===== config.mk =====
export PLATFORM = sky130hd
export DESIGN_NAME = up_mode_timer_counter
export DESIGN_NICKNAME = d
export VERILOG_FILES = /design/src/tmr_pkg.sv /design/src/tick_if.sv /design/src/tick_prescaler.sv /design/src/up_mode_timer_counter.sv
export SDC_FILE = /design/constraint.sdc
export NUM_CORES = 1
export LEC_CHECK = 0
export ABC_CLOCK_PERIOD_IN_PS = 9500
export BUFFER_PORTS_ARGS = -buffer_cell sky130_fd_sc_hd__buf_2
export CAP_MARGIN = 10
export CORE_UTILIZATION = 50
export DETAILED_ROUTE_END_ITERATION = 12
export PLACE_DENSITY = 0.74
export SLEW_MARGIN = 30
export SYNTH_ARGS = -nofsm -noshare
export SYNTH_HDL_FRONTEND = slang
export SYNTH_HIERARCHICAL = 1
export SYNTH_SLANG_ARGS = --single-unit

===== constraint.sdc =====
create_clock -name aclk -period 9.5 [get_ports aclk]
set_input_delay 1.425 -clock aclk [delete_from_list [all_inputs] [get_ports aclk]]
set_output_delay 1.425 -clock aclk [all_outputs]
set_load 0.02 [all_outputs]

===== src/tmr_pkg.sv =====
// Purpose: Shared constants and types for the up-mode timer/counter
// Assumes: 32-bit AXI4-Lite register access, one word per register
// Notes: Offsets are byte addresses

package tmr_pkg;
  localparam int CNT_W = 16;
  localparam int ADDR_W = 8;

  // Register byte offsets
  localparam logic [ADDR_W-1:0] CTRL_OFS = 8'h00;
  localparam logic [ADDR_W-1:0] CNT_OFS = 8'h04;
  localparam logic [ADDR_W-1:0] PERIOD_OFS = 8'h08;
  localparam logic [ADDR_W-1:0] CHCTL_OFS = 8'h0C;
  localparam logic [ADDR_W-1:0] CHCMP_OFS = 8'h10;
  localparam logic [ADDR_W-1:0] VEC_OFS = 8'h14;

  // Control register fields
  localparam int SRC_LSB = 0;
  localparam int DIV_LSB = 2;
  localparam int MODE_LSB = 4;
  localparam int CLR_BIT = 6;
  localparam int OVF_BIT = 7;

  // Channel control fields
  localparam int CAP_BIT = 0;
  localparam int CH0_FLAG_BIT = 1;
  localparam int CH1_FLAG_BIT = 2;

  // Vector codes
  localparam logic [3:0] VEC_NONE = 4'h0;
  localparam logic [3:0] VEC_CH0 = 4'h2;
  localparam logic [3:0] VEC_CH1 = 4'h4;
  localparam logic [3:0] VEC_OVF = 4'hA;

  localparam logic [1:0] RESP_OKAY = 2'h0;
  localparam logic [1:0] RESP_SLVERR = 2'h2;
  localparam logic [3:0] STRB_FULL = 4'hF;

  // Clock source codes
  localparam logic [1:0] SRC_EXT = 2'h0;
  localparam logic [1:0] SRC_AUX = 2'h1;
  localparam logic [1:0] SRC_SUB = 2'h2;
  localparam logic [1:0] SRC_INV = 2'h3;

  typedef enum logic [1:0] {
    MODE_STOP = 2'b00,
    MODE_UP = 2'b01,
    MODE_CONT = 2'b11
  } mode_t;
endpackage : tmr_pkg


===== src/tick_if.sv =====
// Purpose: Carries source select, divider and tick between control and prescaler
// Assumes: Single clock domain
// Notes: Tick is a one-cycle enable

`timescale 1ns/1ps
`default_nettype none

interface tick_if;
  logic [1:0] sel;
  logic [1:0] div;
  logic clr;
  logic tick;
  modport gen (input sel, input div, input clr, output tick);
  modport use_side (output sel, output div, output clr, input tick);
endinterface : tick_if

`default_nettype wire


===== src/tick_prescaler.sv =====
// Purpose: Synchronises the four clock sources, picks one, divides its edges
// Assumes: Source pins toggle well below half of aclk
// Notes: Clear restarts the divider so the first count also waits the full ratio

`timescale 1ns/1ps
`default_nettype none

module tick_prescaler
  import tmr_pkg::*;
(
  // System
  input wire logic aclk,
  input wire logic aresetn,
  // Raw sources, indexed by source code
  input wire logic [3:0] src_pins,
  // Control side
  tick_if.gen tk
);
  logic [3:0] s1_r;
  logic [3:0] s2_r;
  logic [3:0] s3_r;
  logic [3:0] edge_w;
  logic [2:0] pre_r;
  logic [2:0] pre_lim;
  logic edge_sel;

  genvar g;
  generate
    for (g = 0; g < 4; g++)
    begin : g_sync
      always_ff @(posedge aclk)
      begin
        if (!aresetn)
        begin
          s1_r[g] <= 1'b0;
          s2_r[g] <= 1'b0;
          s3_r[g] <= 1'b0;
        end
        else
        begin
          s1_r[g] <= src_pins[g];
          s2_r[g] <= s1_r[g];
          s3_r[g] <= s2_r[g];
        end
      end
      // The inverted source counts on the falling edge of its pin
      if (g == SRC_INV)
      begin : g_inv
        assign edge_w[g] = !s2_r[g] && s3_r[g];
      end
      else
      begin : g_pos
        assign edge_w[g] = s2_r[g] && !s3_r[g];
      end
    end
  endgenerate

  assign edge_sel = edge_w[tk.sel];
  assign pre_lim = 3'((4'h1 << tk.div) - 4'h1);
  assign tk.tick = edge_sel && (pre_r == pre_lim) && !tk.clr;

  always_ff @(posedge aclk)
  begin
    if (!aresetn || tk.clr)
      pre_r <= 3'h0;
    else if (edge_sel)
      pre_r <= (pre_r == pre_lim) ? 3'h0 : pre_r + 3'h1;
  end
endmodule : tick_prescaler

`default_nettype wire


===== src/up_mode_timer_counter.sv =====
// Purpose: Timer/counter with period compare, one capture/compare channel, vector
// Assumes: AXI4-Lite slave at 25 MHz; source pins are asynchronous
// Notes: Flags are sticky; hardware set wins over a software or vector-read flag clear in the same cycle
//
// What this block does
// - In up mode the overflow flag rises only on the wrap to zero from a count at or above the period value.
// - Writing the clear bit forces the counter to zero even when stopped at the period.
// - In compare mode a count that lands on the channel value flags, also after a +1 edit.
// - The counter clock is one of inverted external input, subsystem, aux or pin clock.
// - Each increment, the first after a clear included, waits the full input divider ratio.
// - Power-on reset and the clear bit both zero the counter and counting restarts at zero.
// - A full-word write to the control register also clears the interrupt vector.
// - A watchdog power-up clear puts control and vector back to reset state in any case.
// - The channel switches between capture and compare; equality flags only in compare.
//
// Added by the designer: the register addresses and the AXI4-Lite interface to the registers.

`timescale 1ns/1ps
`default_nettype none

module up_mode_timer_counter
  import tmr_pkg::*;
#(
  parameter int WIDTH = tmr_pkg::CNT_W
)
(
  // Clock and resets
  input wire logic aclk,
  input wire logic aresetn,
  input wire logic power_up_clear,
  // AXI4-Lite write address
  input wire logic awvalid,
  output logic awready,
  input wire logic [tmr_pkg::ADDR_W-1:0] awaddr,
  // AXI4-Lite write data
  input wire logic wvalid,
  output logic wready,
  input wire logic [31:0] wdata,
  input wire logic [3:0] wstrb,
  // AXI4-Lite write response
  output logic bvalid,
  input wire logic bready,
  output logic [1:0] bresp,
  // AXI4-Lite read address
  input wire logic arvalid,
  output logic arready,
  input wire logic [tmr_pkg::ADDR_W-1:0] araddr,
  // AXI4-Lite read data
  output logic rvalid,
  input wire logic rready,
  output logic [31:0] rdata,
  output logic [1:0] rresp,
  // Clock source and capture pins
  input wire logic inverted_ext_clock,
  input wire logic subsystem_clock,
  input wire logic aux_clock,
  input wire logic ext_timer_clock,
  input wire logic capture_in,
  // Counter state
  output logic [WIDTH-1:0] counter_value
);
  import tmr_pkg::*;

  function automatic logic [WIDTH-1:0] merge(input logic [WIDTH-1:0] old,
                                             input logic [31:0] d, input logic [3:0] s);
    logic [31:0] m;
    m = {{(32-WIDTH){1'b0}}, old};
    for (int i = 0; i < 4; i++)
      if (s[i])
        m[8*i +: 8] = d[8*i +: 8];
    return m[WIDTH-1:0];
  endfunction : merge

  tick_if tk ();

  // Bus state
  logic aw_hold_r, w_hold_r, bvalid_r, rvalid_r;
  logic [ADDR_W-1:0] awaddr_r;
  logic [31:0] wdata_r, rdata_r;
  logic [3:0] wstrb_r;
  logic [1:0] bresp_r, rresp_r;
  // Timer state
  logic [7:0] ctrl_r;
  logic [WIDTH-1:0] cnt_r, cnt_nxt, period_r, ccr_r;
  logic cap_mode_r, ovf_r, ch0_r, ch1_r;
  logic [2:0] cap_sync_r;

  // Write decode
  logic do_wr, wr_ctrl, wr_period, wr_chctl, wr_chcmp, wr_hit;
  logic [7:0] ctrl_wv;
  logic [2:0] chctl_wv;
  assign do_wr = aw_hold_r && w_hold_r && !bvalid_r;
  assign wr_ctrl = do_wr && awaddr_r == CTRL_OFS;
  assign wr_period = do_wr && awaddr_r == PERIOD_OFS;
  assign wr_chctl = do_wr && awaddr_r == CHCTL_OFS;
  assign wr_chcmp = do_wr && awaddr_r == CHCMP_OFS;
  assign wr_hit = awaddr_r == CTRL_OFS || awaddr_r == CNT_OFS || awaddr_r == PERIOD_OFS
               || awaddr_r == CHCTL_OFS || awaddr_r == CHCMP_OFS || awaddr_r == VEC_OFS;
  assign ctrl_wv = wstrb_r[0] ? wdata_r[7:0] : ctrl_r;
  assign chctl_wv = wstrb_r[0] ? wdata_r[2:0] : {ch1_r, ch0_r, cap_mode_r};

  // Read decode
  logic rd_take, rd_vec;
  logic [3:0] vec_w;
  logic [WIDTH-1:0] rd_val;
  assign rd_take = arvalid && !rvalid_r;
  assign rd_vec = rd_take && araddr == VEC_OFS;
  assign vec_w = ch0_r ? VEC_CH0 : ch1_r ? VEC_CH1 : ovf_r ? VEC_OVF : VEC_NONE;
  // The overflow flag lives in its own flop; the stored control bit 7 is always zero
  assign rd_val = (araddr == CTRL_OFS) ? WIDTH'({ovf_r, 1'b0, ctrl_r[5:0]})
                : (araddr == CNT_OFS) ? cnt_r
                : (araddr == PERIOD_OFS) ? period_r
                : (araddr == CHCTL_OFS) ? WIDTH'({ch1_r, ch0_r, cap_mode_r})
                : (araddr == CHCMP_OFS) ? ccr_r
                : (araddr == VEC_OFS) ? WIDTH'(vec_w) : '0;
  logic rd_hit;
  assign rd_hit = araddr == CTRL_OFS || araddr == CNT_OFS || araddr == PERIOD_OFS
               || araddr == CHCTL_OFS || araddr == CHCMP_OFS || araddr == VEC_OFS;

  // Bus handshakes
  assign awready = !aw_hold_r && !bvalid_r;
  assign wready = !w_hold_r && !bvalid_r;
  assign arready = !rvalid_r;
  assign bvalid = bvalid_r;
  assign bresp = bresp_r;
  assign rvalid = rvalid_r;
  assign rdata = rdata_r;
  assign rresp = rresp_r;

  always_ff @(posedge aclk)
  begin
    if (!aresetn)
    begin
      aw_hold_r <= 1'b0;
      w_hold_r <= 1'b0;
      bvalid_r <= 1'b0;
      awaddr_r <= '0;
      wdata_r <= '0;
      wstrb_r <= '0;
      bresp_r <= RESP_OKAY;
    end
    else
    begin
      if (awvalid && awready)
      begin
        aw_hold_r <= 1'b1;
        awaddr_r <= awaddr;
      end
      if (wvalid && wready)
      begin
        w_hold_r <= 1'b1;
        wdata_r <= wdata;
        wstrb_r <= wstrb;
      end
      if (do_wr)
      begin
        aw_hold_r <= 1'b0;
        w_hold_r <= 1'b0;
        bvalid_r <= 1'b1;
        bresp_r <= wr_hit ? RESP_OKAY : RESP_SLVERR;
      end
      else if (bvalid_r && bready)
        bvalid_r <= 1'b0;
    end
  end

  always_ff @(posedge aclk)
  begin
    if (!aresetn)
    begin
      rvalid_r <= 1'b0;
      rdata_r <= '0;
      rresp_r <= RESP_OKAY;
    end
    else if (rd_take)
    begin
      rvalid_r <= 1'b1;
      rdata_r <= 32'(rd_val);
      rresp_r <= rd_hit ? RESP_OKAY : RESP_SLVERR;
    end
    else if (rready)
      rvalid_r <= 1'b0;
  end

  // Counter control
  mode_t mode;
  logic clr, counting, at_top, wrap_ev, ch0_ev, ch1_ev, cap_ev, full_ctrl;
  logic [WIDTH-1:0] top;
  assign mode = mode_t'(ctrl_r[MODE_LSB +: 2]);
  assign clr = wr_ctrl && ctrl_wv[CLR_BIT];
  assign full_ctrl = wr_ctrl && wstrb_r == STRB_FULL;
  assign top = (mode == MODE_UP) ? period_r : '1;
  assign counting = (mode == MODE_UP || mode == MODE_CONT) && tk.tick;
  assign at_top = cnt_r >= top;

  always_comb
  begin
    cnt_nxt = cnt_r;
    case (mode)
      MODE_UP, MODE_CONT:
        if (tk.tick)
          cnt_nxt = at_top ? '0 : cnt_r + 1'b1;
      default:
        cnt_nxt = cnt_r;
    endcase
    if (clr)
      cnt_nxt = '0;
  end

  // Only a counted wrap flags; a clear never does
  assign wrap_ev = counting && !clr && at_top;
  assign ch0_ev = counting && !clr && cnt_nxt == period_r;
  // Equality is judged on the new count, so a +1 edit before the tick still hits
  assign ch1_ev = counting && !clr && !cap_mode_r && cnt_nxt == ccr_r;
  assign cap_ev = cap_mode_r && cap_sync_r[1] && !cap_sync_r[2];

  assign tk.sel = ctrl_r[SRC_LSB +: 2];
  assign tk.div = ctrl_r[DIV_LSB +: 2];
  assign tk.clr = clr || power_up_clear;

  tick_prescaler u_pre (
    .aclk(aclk),
    .aresetn(aresetn),
    .src_pins({inverted_ext_clock, subsystem_clock, aux_clock, ext_timer_clock}),
    .tk(tk)
  );

  always_ff @(posedge aclk)
  begin
    if (!aresetn)
      cap_sync_r <= 3'h0;
    else
      cap_sync_r <= {cap_sync_r[1:0], capture_in};
  end

  // Flag clears: software write of zero, full control write, or vector read
  logic ovf_clr, ch0_clr, ch1_clr;
  assign ovf_clr = full_ctrl || (wr_ctrl && !ctrl_wv[OVF_BIT])
                || (rd_vec && vec_w == VEC_OVF);
  assign ch0_clr = full_ctrl || (wr_chctl && !chctl_wv[CH0_FLAG_BIT])
                || (rd_vec && vec_w == VEC_CH0);
  assign ch1_clr = full_ctrl || (wr_chctl && !chctl_wv[CH1_FLAG_BIT])
                || (rd_vec && vec_w == VEC_CH1);

  // Watchdog clear acts like reset on every timer register, whatever the channel is doing
  always_ff @(posedge aclk)
  begin
    if (!aresetn || power_up_clear)
    begin
      ctrl_r <= 8'h00;
      ovf_r <= 1'b0;
      ch0_r <= 1'b0;
      ch1_r <= 1'b0;
      cnt_r <= '0;
      period_r <= '0;
      ccr_r <= '0;
      cap_mode_r <= 1'b0;
    end
    else
    begin
      if (wr_ctrl)
        ctrl_r <= {1'b0, 1'b0, ctrl_wv[5:0]};
      ovf_r <= wrap_ev || (ovf_r && !ovf_clr);
      ch0_r <= ch0_ev || (ch0_r && !ch0_clr);
      ch1_r <= ch1_ev || cap_ev || (ch1_r && !ch1_clr);
      cnt_r <= cnt_nxt;
      if (wr_period)
        period_r <= merge(period_r, wdata_r, wstrb_r);
      if (cap_ev)
        ccr_r <= cnt_r;
      else if (wr_chcmp)
        ccr_r <= merge(ccr_r, wdata_r, wstrb_r);
      if (wr_chctl)
        cap_mode_r <= chctl_wv[CAP_BIT];
    end
  end

  assign counter_value = cnt_r;
endmodule : up_mode_timer_counter

`default_nettype wire


# After elaboration in Yosys (flattened, before gate mapping)

Index checks and enable logic that the tools add are counted.

Register bits: 128
Bits in latches: 0
Bits in writable memories: 0
Bits in read-only memories: 0
Input bits: 65
Output and inout bits: 57
Logic and storage cells: 185
Memories kept: 0

Add/sub/neg operators: 3
$mul: 0
Divide/modulo/power cells: 0
Order comparisons: 2
Equal/unequal tests: 19
Shift-type cells: 1
Muxes and demuxes: 29
Bitwise operators: 1
Reductions and logical operators: 96

Operators with widths:

| kind                                           | count |
|---|---|
| 2-to-1 mux 16 bit                              | 12 |
| logical AND 1 bit                              | 38 |
| == test 16 bit                                 | 2 |
| == test 8 x 4 -> 1 bit (second input constant) | 4 |
| == test 8 x 5 -> 1 bit (second input constant) | 4 |
| logical OR 1 bit                               | 24 |
| 2-to-1 mux 8 bit                               | 3 |
| zero test 1 bit                                | 19 |
| adder 16 x 1 -> 16 bit (second input constant) | 1 |
| == test 8 x 3 -> 1 bit (second input constant) | 2 |
| >= comparator 16 bit                           | 1 |
| zero test 8 bit                                | 2 |
| 2-to-1 mux 4 bit                               | 4 |
| AND reduction 2 bit                            | 6 |
| nonzero test 2 bit                             | 5 |
| == test 4 bit (second input constant)          | 2 |
| 2-to-1 mux 3 bit                               | 2 |
| 2-to-1 mux 1 bit                               | 5 |
| == test 4 x 2 -> 1 bit (second input constant) | 1 |
| == test 4 x 3 -> 1 bit (second input constant) | 1 |
| 2-to-1 mux 2 bit                               | 2 |
| OR reduction 2 bit                             | 2 |
| adder 3 x 1 -> 3 bit (second input constant)   | 1 |
| == test 3 bit                                  | 1 |
| other kinds (7)                                | 7 |

# Longest topological paths before layout

Gate-level depths: netlist of run 1.

Word-level depth: 14
Mapped depth: 14
Mapped depth without buffers: 13

# Hierarchy

Netlist of run 1, hierarchy kept.

Modules (own cells, without submodules):

| module                | instances | cells an instance | area an instance (um^2) |
|---|---|---|---|
| up_mode_timer_counter | 1         | 749               | 6094.6 |
| tick_prescaler        | 1         | 60                | 625.6 |

# Worst setup path before layout of run 1

No wires, ideal clock.

Path kind: input -> register
Start: input port power_up_clear
End: register ch1_r
Arrival: 3.711 ns
Slack: 5.730 ns
Cell stages on the path: 10
Buffers on the path: 0
Path through: or2_2 > a211oi_2 > nand3_2 > or2_1 > or3_4 > and2_4 > a222oi_1 > nand4_1 > nor4_1 > a31o_1

Longest elaborated chain between the ends: 10
Elaborated cells between the ends (all ways): 14
Classes of those cells: 1 x eq/ne; 3 x mux; 10 x reduce/logical

Ends and longest elaborated chain:

| what                               | RTL line                     | text |
|---|---|---|
| start: declaration                 | up_mode_timer_counter.sv:30  | `input wire logic power_up_clear,` |
| logical OR 1 bit (*)               | up_mode_timer_counter.sv:219 | `assign tk.clr = clr \|\| power_up_clear;` |
| zero test 1 bit (*)                | tick_prescaler.sv:60         | `assign tk.tick = edge_sel && (pre_r == pre_lim) && !tk.clr;` |
| logical AND 1 bit (*)              | tick_prescaler.sv:60         |  |
| net tk.tick                        | tick_if.sv:12                | `logic tick;` |
| 2-to-1 mux 16 bit                  | up_mode_timer_counter.sv:201 | `if (tk.tick)` |
| 2-to-1 mux 16 bit                  | up_mode_timer_counter.sv:199 | `case (mode)` |
| 2-to-1 mux 16 bit                  | up_mode_timer_counter.sv:206 | `if (clr)` |
| == test 16 bit                     | up_mode_timer_counter.sv:214 | `assign ch1_ev = counting && !clr && !cap_mode_r && cnt_nxt == ccr_r;` |
| logical AND 1 bit (*)              | up_mode_timer_counter.sv:214 |  |
| logical OR 1 bit (*) (2 in series) | up_mode_timer_counter.sv:265 | `ch1_r <= ch1_ev \|\| cap_ev \|\| (ch1_r && !ch1_clr);` |
| end signal: assignment             | up_mode_timer_counter.sv:265 |  |
| end: declaration                   | up_mode_timer_counter.sv:85  | `logic cap_mode_r, ovf_r, ch0_r, ch1_r;` |

The timed path passes the listed nets; every way through them passes the cells marked *.
A chain may end at the register's enable or synchronous reset.

# Final worst setup path of run 1

Start: register ctrl_r[4]
End: register cnt_r[2] (netlist: counter_value[2])

Longest elaborated chain between the ends: 7
Elaborated cells between the ends (all ways): 9
Classes of those cells: 1 x order compare; 2 x eq/ne; 5 x mux; 1 x reduce/logical

Ends and longest elaborated chain:

| what                     | RTL line                                                   | text |
|---|---|---|
| start: declaration       | up_mode_timer_counter.sv:83                                | `logic [7:0] ctrl_r;` |
| start signal: assignment | up_mode_timer_counter.sv:262                               | `ctrl_r <= {1'b0, 1'b0, ctrl_wv[5:0]};` |
| == test 2 x 1 -> 1 bit   | up_mode_timer_counter.sv:192, up_mode_timer_counter.sv:199 |  |
| 2-to-1 mux 16 bit        | up_mode_timer_counter.sv:192                               | `assign top = (mode == MODE_UP) ? period_r : '1;` |
| >= comparator 16 bit     | up_mode_timer_counter.sv:194                               | `assign at_top = cnt_r >= top;` |
| 2-to-1 mux 16 bit        | up_mode_timer_counter.sv:202                               | `cnt_nxt = at_top ? '0 : cnt_r + 1'b1;` |
| 2-to-1 mux 16 bit        | up_mode_timer_counter.sv:201                               |  |
| 2-to-1 mux 16 bit (*)    | up_mode_timer_counter.sv:199                               |  |
| 2-to-1 mux 16 bit (*)    | up_mode_timer_counter.sv:206                               |  |
| end signal: assignment   | up_mode_timer_counter.sv:266                               | `cnt_r <= cnt_nxt;` |
| end: declaration         | up_mode_timer_counter.sv:84                                | `logic [WIDTH-1:0] cnt_r, cnt_nxt, period_r, ccr_r;` |

Mark *: on every way between the ends. The rest lies on a longest branch, timed or not.

==> key figures, run 1 <==
Power and ir drop
  • IR drop worst, VDD: 0.000130 V
  • Psw: 327 uW
  • Clock share of power: 0.536
  • Leakage: 0.00327 uW
  • Power density over cell area: 178 nW/um2
  • Gate power share: 0.066
  • Net Sw Frac: 0.233
  • Flop pwr share: 0.398
  • Pint: 1080 uW

Placement
  • IO buf count: 87
  • Placed Cells: 1033
  • Post-DP HPWL: 13200 um
  • Routability congestion estimate from global placement: 0.973

Run
  • Max cap viols: 0

Timing
  • Ratio of final minimum period to clock period: 0.425
  • Fin. Hold Viols: 0
  • RSZ-0062 raised after global routing: no
  • Worst-Margin Slew: 0.711 ns
  • Setup tns final: 0 ns
  • Fmax achieved: 0.248 GHz
  • # setup viols final: 0
  • Rel. slew slack: 0.524
  • Min Tclk post-route: 4.04 ns
  • Max Slew Vio Count: 0
  • Clock Skews: 0.00816 ns

Clocking
  • CTS Buffer Depth: 2
  • Cts repair resizes: 0
  • Clk Latency, worst-skew pair: 0.43 ns
  • Root Buffer: clkbuf_16
  • Clock Sink Count: 126
  • CTS Buf Count: 17
  • # Post-CTS Setup Buffers: 0
  • H-Tree Depth: 4
  • CTS tree: yes
  • Worst-path clk slew: 0.06 ns
  • Post-CTS Hold Buffers: 0

Floorplanning
  • Core area: 12900 um2
  • Rows: 41
  • Die Height: 118 um
  • Starting density of the core: 0.522
  • Die area: 13900 um2
  • Die Width: 118 um
  • Top Ports: 122

Route
  • DR WL/cell: 17.7 um
  • TritonRoute pass-1 iters: 5
  • Vias per inst: 5.87
  • Wirelength, routed: 18900 um
  • Initial DRC count: 575
  • Antenna Nets Post-Route: 0
  • DRC Markers: 0
  • Via count: 6246

Finish
  • Final Core Density: 0.612
  • Area delta synth->final: 17.3%
  • Post-route non-filler standard cell count: 1064
  • Area of the multi-input gates: 3970 um2
  • Layout Nets: 963
  • Layout cells sized above 1: 0.169
  • Fillers: 1203
  • FF+latch area: 2520 um2
  • N_diodes: 0

Worst setup path
  • Critical path class: register to register
  • Critical Path RT: 9.86 ns
  • CP Launch Type: register
  • Critical Path AT: 4.40 ns
  • CP endpoint kind: register
  • Crit path max fanout: 16

Synthesis
  • Avg Cell Area, Syn: 8.31 um2
  • Synth cell types: 81
  • Synthesized flop and latch total: 126
  • Cell area after synthesis: 6720 um2
  • Post-synthesis sequential area ratio: 0.375
  • Number of synthesized flops with an enable pin: 0
  • Top_reg_cell synth: dfxtp_1
  • Synth async-reset ratio: 0
  • Cell count after synthesis: 809
  • Synth warn: 6

Status
  • Status: finished, final reports clean

Global route
  • First-pass GRT wire length: 30600 um
  • Largest net degree at the start of global routing: 68
  • GRT overflow: 0
  • Vias in the first global route: 5793
  • Initial antenna violation count: 0
  • Total track usage: 0.283

Worst hold path
  • Min-Delay Path Class: register to register
==> final timing paths <==
path / from / end / slack, ns / cells after the start
setup / recovery: ctrl_r[4] / counter_value[2] / 5.46 / 10
hold / removal: u_pre/s1_r[1] / u_pre/s2_r[1] / 0.43 / 1
setup reg to reg: ctrl_r[4] / counter_value[2] / 5.46 / 10
hold reg to reg: u_pre/s1_r[1] / u_pre/s2_r[1] / 0.43 / 1
==> per-layer routing <==
layer	global-route usage	wire length, um	vias up	part of all wire
li1	-	-	3034	-
met4	0.125	485	0	0.026
met1	0.386	8300	2884	0.44
met3	0.0586	1800	37	0.095
met5	0	0	-	0
met2	0.428	8290	291	0.44
==> worst max-delay path, stage by stage, from the launching register on <==
cell      delay (ns)
dfxtp_1         0.50
or2b_1          0.48
nor2_1          0.18
ha_1            0.26
nor2b_1         0.13
o211a_1         0.21
o311ai_2        0.50
a31oi_2         0.33
nor2_1          0.64
nand2_1         0.52
nor2_1          0.23
==> placed cells by master, fill, tap and decap left out, drive strengths merged, types with 6 or more instances in the layout <==
master  count
nand4      13
mux2i      38
dfxtp     126
nor3b       8
o211a      11
a22oi      12
and2       26
conb       18
a21oi      34
a21boi     33
or3         6
nor2      107
nor3       16
nor4       10
o21ai      25
nand3      19
ha         18
nand2b     12
a211oi     20
buf        91
clkbuf     18
xnor2       6
nand3b      6
nand2     107
bufinv      6
nor2b      12
inv        14
==> power by group through the flow <==
stage | combinational, uW | sequential, uW | clock (uW)
after floorplan | 64.4 | 572 | 0
after detailed placement | 91.6 | 570 | 0
after global routing | 103 | 561 | 778
final | 92.2 | 559 | 753
after global placement | 89.8 | 569 | 0
after CTS | 92.5 | 559 | 755
==> cells by family (layout without fill, tap and decap cells) <==
family                   count (synthesis)  in the layout  share of synthesized area
AO/OA/AOI/OAI                          185            185                      0.198
XOR/XNOR                                11             11                     0.0155
multiplexers                            40             40                     0.0633
flip-flops                             126            126                      0.375
other                                    1             18                   0.000558
buffers and inverters                   66            132                     0.0475
AND/OR/NAND/NOR                        362            362                      0.266
adder cells (fa/ha/maj)                 18             18                     0.0335
==> through the flow <==
step | setup WS, ns | hold slack [ns] | instance area (um2) | power [uW]
3_5_place_dp | 5.11 | 0.419 | 7200 | 662
4_1_cts | 5.54 | 0.432 | 7870 | 1410
2_1_floorplan | 5.73 | 0.412 | 6780 | 636
5_1_grt | 5.19 | 0.451 | 7880 | 1440
3_3_place_gp | 5.19 | 0.415 | 7190 | 659
6_report | 5.46 | 0.427 | 7880 | 1400
==> synth_stat cells, types with 15 or more instances <==
cell	number	area share
a21boi_0	32	0.036
mux2i_1	38	0.057
dfxtp_1	126	0.38
o21ai_0	21	0.016
nor3_1	15	0.011
nor2_1	106	0.059
a211oi_1	19	0.021
clkbuf_1	33	0.018
a21oi_1	34	0.025
buf_4	18	0.020
nand2_1	107	0.060
ha_1	18	0.034
nand3_1	18	0.013
and2_1	23	0.021
==> flip-flops by register name (all words and copies together), names as in the netlist, 3 cells and up <==
signal         cells
wdata_r           16
u_pre/pre_r        3
u_pre/s3_r         4
u_pre/s1_r         4
ctrl_r             6
period_r          16
counter_value     16
awaddr_r           8
wstrb_r            4
cap_sync_r         3
ccr_r             16
u_pre/s2_r         4
rdata             16
==> layout make-up <==
cell class | instances | share of cell area
tap | 172 | 0.0273
multi-input combinational | 634 | 0.504
clock buffer | 18 | 0.0557
clock inverter | 13 | 0.0295
timing repair buffer | 91 | 0.0591
inverter | 10 | 0.00476
sequential | 126 | 0.320
Note: power is estimated with default switching activity, not from simulation.
==> run 2: changes to the inputs <==
--- a/config.mk
+++ b/config.mk
@@ -5,12 +5,13 @@
 export SDC_FILE = /design/constraint.sdc
 export NUM_CORES = 1
 export LEC_CHECK = 0
-export ABC_CLOCK_PERIOD_IN_PS = 9500
+export ABC_AREA = 1
+export ABC_CLOCK_PERIOD_IN_PS = 3300
 export BUFFER_PORTS_ARGS = -buffer_cell sky130_fd_sc_hd__buf_2
 export CAP_MARGIN = 10
 export CORE_UTILIZATION = 50
 export DETAILED_ROUTE_END_ITERATION = 12
-export PLACE_DENSITY = 0.74
+export PLACE_DENSITY = 0.76
 export SLEW_MARGIN = 30
 export SYNTH_ARGS = -nofsm -noshare
 export SYNTH_HDL_FRONTEND = slang
==> constraint.sdc (replaced) <==
create_clock -name aclk -period 3.3 [get_ports aclk]
set_input_delay 0.495 -clock aclk [delete_from_list [all_inputs] [get_ports aclk]]
set_output_delay 0.495 -clock aclk [all_outputs]
set_load 0.02 [all_outputs]
==> key figures, run 2 <==
Timing
  • Rel. slew slack: 0.501 (-0.0231)
  • Ratio of final minimum period to clock period: 0.868 (+0.443)
  • Clock Skews: 0.00885 ns (+0.000690 ns)
  • Fin. Hold Viols: 0 (unchanged)
  • Max Slew Vio Count: 0 (unchanged)
  • Fmax achieved: 0.349 GHz (+41%)
  • Min Tclk post-route: 2.87 ns (-1.17 ns)
  • Setup tns final: 0 ns (unchanged)
  • Worst-Margin Slew: 0.746 ns (+0.0347 ns)
  • # setup viols final: 0 (unchanged)
  • RSZ-0062 raised after global routing: no

Worst setup path
  • Crit path cell chain: nand2_1, nor2_4, nand2_2, nor2_4, nand4_4, nand2_1, nor2_1, buf_4, nand2_2, clkinv_2, nand3_2, nand2_1, nor2_1, nand2_1, nand2_1, nand2_1, nor2_1, nand2_1, nor2_1, nand3_1, a21oi_2
  • CP endpoint kind: register
  • Largest stage delay, worst path: 0.38 ns (-0.26 ns)
  • Critical Path AT: 3.20 ns (-1.20 ns)
  • Crit path max fanout: 7 (-9)
  • Crit-path slowest cell: dfxtp_1
  • Critical path class: register to register
  • Most used cell, CP: nand2_1
  • Critical Path RT: 3.64 ns (-6.22 ns)
  • CP Launch Type: register

Route
  • Via count: 6902 (+11%)
  • Wirelength, routed: 20100 um (+6.7%)
  • Antenna Nets Post-Route: 0 (unchanged)
  • Vias per inst: 5.35 (-8.8%)
  • Initial DRC count: 744 (+29%)
  • TritonRoute pass-1 iters: 7 (+2)
  • DR WL/cell: 15.6 um (-12%)
  • DRC Markers: 0 (unchanged)

Status
  • Status: finished, final reports clean

Floorplanning
  • Top Ports: 122 (unchanged)
  • Die Width: 119 um (+1.3%)
  • Starting density of the core: 0.517 (-0.00476)
  • Die area: 14300 um2 (+2.7%)
  • Core area: 13300 um2 (+3.7%)
  • Die Height: 119 um (+1.3%)
  • Rows: 42 (+2.4%)

Synthesis
  • Post-synthesis sequential area ratio: 0.365 (-0.00993)
  • Dominant cell by count in the synthesized netlist: nand2_1
  • Synth warn: 6 (unchanged)
  • Top_reg_cell synth: dfxtp_1
  • Synth cell types: 46 (-43%)
  • Synthesized flop and latch total: 126 (unchanged)
  • Most frequent cells after synthesis: 200 x nand2_1, 172 x nor2_1, 126 x dfxtp_1
  • Post-synth top area cell: dfxtp_1
  • Avg Cell Area, Syn: 6.82 um2 (-18%)
  • Cell area after synthesis: 6900 um2 (+2.7%)
  • Synth async-reset ratio: 0 (unchanged)
  • Cell count after synthesis: 1012 (+25%)
  • Yosys top cell area share: 0.365 (-0.00993)
  • Synth area leaders: dfxtp_1 37%, nand2_1 11%, nor2_1 9.4%
  • Number of synthesized flops with an enable pin: 0 (unchanged)

Finish
  • Commonest non-fill, non-tap cells in the layout: 199 x nand2_1, 171 x nor2_1, 126 x dfxtp_1
  • Layout Nets: 1183 (+23%)
  • Fillers: 1295 (+7.6%)
  • Area delta synth->final: 17.5%
  • Layout cells sized above 1: 0.173 (+0.00412)
  • Post-route non-filler standard cell count: 1289 (+21%)
  • N_diodes: 0 (unchanged)
  • Commonest non-fill, non-tap cell in the layout: nand2_1
  • Final Core Density: 0.608 (-0.00419)

Clocking
  • H-Tree Depth: 4 (unchanged)
  • CTS Buffer Depth: 2 (unchanged)
  • # Post-CTS Setup Buffers: 0 (unchanged)
  • CTS Buf Count: 17 (unchanged)
  • Post-CTS Hold Buffers: 0 (unchanged)
  • Clk Latency, worst-skew pair: 0.42 ns (about the same)
  • Cts repair resizes: 0 (unchanged)
  • CTS tree: yes
  • Worst-path clk slew: 0.06 ns (about the same)
  • Root Buffer: clkbuf_16
  • Clock Sink Count: 126 (unchanged)

Run
  • Max cap viols: 0 (unchanged)

Power and ir drop
  • Net Sw Frac: 0.244 (+0.0118)
  • Power density over cell area: 472 nW/um2 (+160%)
  • Tot Pwr: 3830 uW (+170%)
  • Clock share of power: 0.504 (-0.032)
  • Pint: 2890 uW (+170%)
  • Leakage: 0.00363 uW (+11%)
  • IR drop worst, VDD: 0.000397 V (+200%)
  • Gate power share: 0.073 (+0.007)
  • Psw: 936 uW (+190%)
  • Flop pwr share: 0.423 (+0.025)

Placement
  • IO buf count: 87 (unchanged)
  • Post-DP HPWL: 15300 um (+16%)
  • Routability congestion estimate from global placement: 0.983 (+0.99%)
  • Placed Cells: 1257 (+22%)

Global route
  • First-pass GRT wire length: 31800 um (+4.1%)
  • GRT overflow: 0 (unchanged)
  • Vias in the first global route: 6128 (+5.8%)
  • Largest net degree at the start of global routing: 55 (-19%)
  • Initial antenna violation count: 0 (unchanged)
  • Total track usage: 0.289 (+0.00638)

Worst hold path
  • Min-Delay Path Class: input pin to register
==> run 2: cell count changes after synthesis, moves of 32 or more <==
cell	change
nand2_1	+93
o21ai_0	+32
mux2i_1	-38
nand3_1	+39
a211oi_1	+33
inv_1	+110
nor2_1	+66
a21boi_0	-32
==> run 2: layout make-up <==
cell class                 count  area (um2)  area share
multi-input combinational    723        3690       0.455
sequential                   126        2520       0.311
timing repair buffer         106         591      0.0728
inverter                     126         475      0.0586
clock buffer                  20         457      0.0563
tap                          176         220      0.0271
clock inverter                12         159      0.0196
==> run 2: per-layer routing <==
layer / track usage / part of all wire
met1: 0.404 / 0.46
met2: 0.457 / 0.44
met3: 0.0494 / 0.084
met4: 0.0828 / 0.015
met5: 0 / 0
==> run 2: worst max-delay path, delay by kind of cell, from the launching register on <==
kind	cells	cell delay [ns]
AO/OA/AOI/OAI	1	0.13
buffers and inverters	2	0.29
flip-flops	1	0.38
AND/OR/NAND/NOR	18	1.96
==> run 2: power by group through the flow <==
stage | Clock, uW | Sequential, uW | Combinational [uW]
global placement | 0 | 1650 | 272
detailed placement | 0 | 1650 | 277
finish | 1930 | 1620 | 281
CTS | 1940 | 1620 | 279
floorplan | 0 | 1650 | 195
global route | 2000 | 1620 | 312
==> run 2: path summary, 6_finish.rpt <==
kind | start | endpoint | slack (ns) | cells past startpoint
worst max-delay path | w_hold_r | ch0_r | 0.43 | 21
worst min-delay path | ext_timer_clock | u_pre/s1_r[0] | 0.26 | 3
worst max register to register | w_hold_r | ch0_r | 0.43 | 21
worst min register to register | cap_sync_r[0] | cap_sync_r[1] | 0.41 | 2
==> run 2: cell families after synthesis <==
| kind of cell | count (synthesis) | share of synthesized area |
|---|---|---|
| compound gates | 183 | 0.162 |
| xor+xnor | 9 | 0.0114 |
| other cells | 1 | 0.000543 |
| fa+ha+maj | 18 | 0.0326 |
| simple gates | 495 | 0.317 |
| buf+inv | 180 | 0.111 |
| flops | 126 | 0.365 |
==> run 2: metrics by stage <==
step | cell area (um2) | hold slack (ns) | setup WS (ns)
finish | 8110 | 0.260 | 0.435
CTS | 8110 | 0.249 | 0.296
global route | 8110 | 0.265 | 0.123
global placement | 7490 | 0.392 | 0.370
detailed placement | 7500 | 0.395 | 0.334
floorplan | 6970 | 0.390 | 0.678
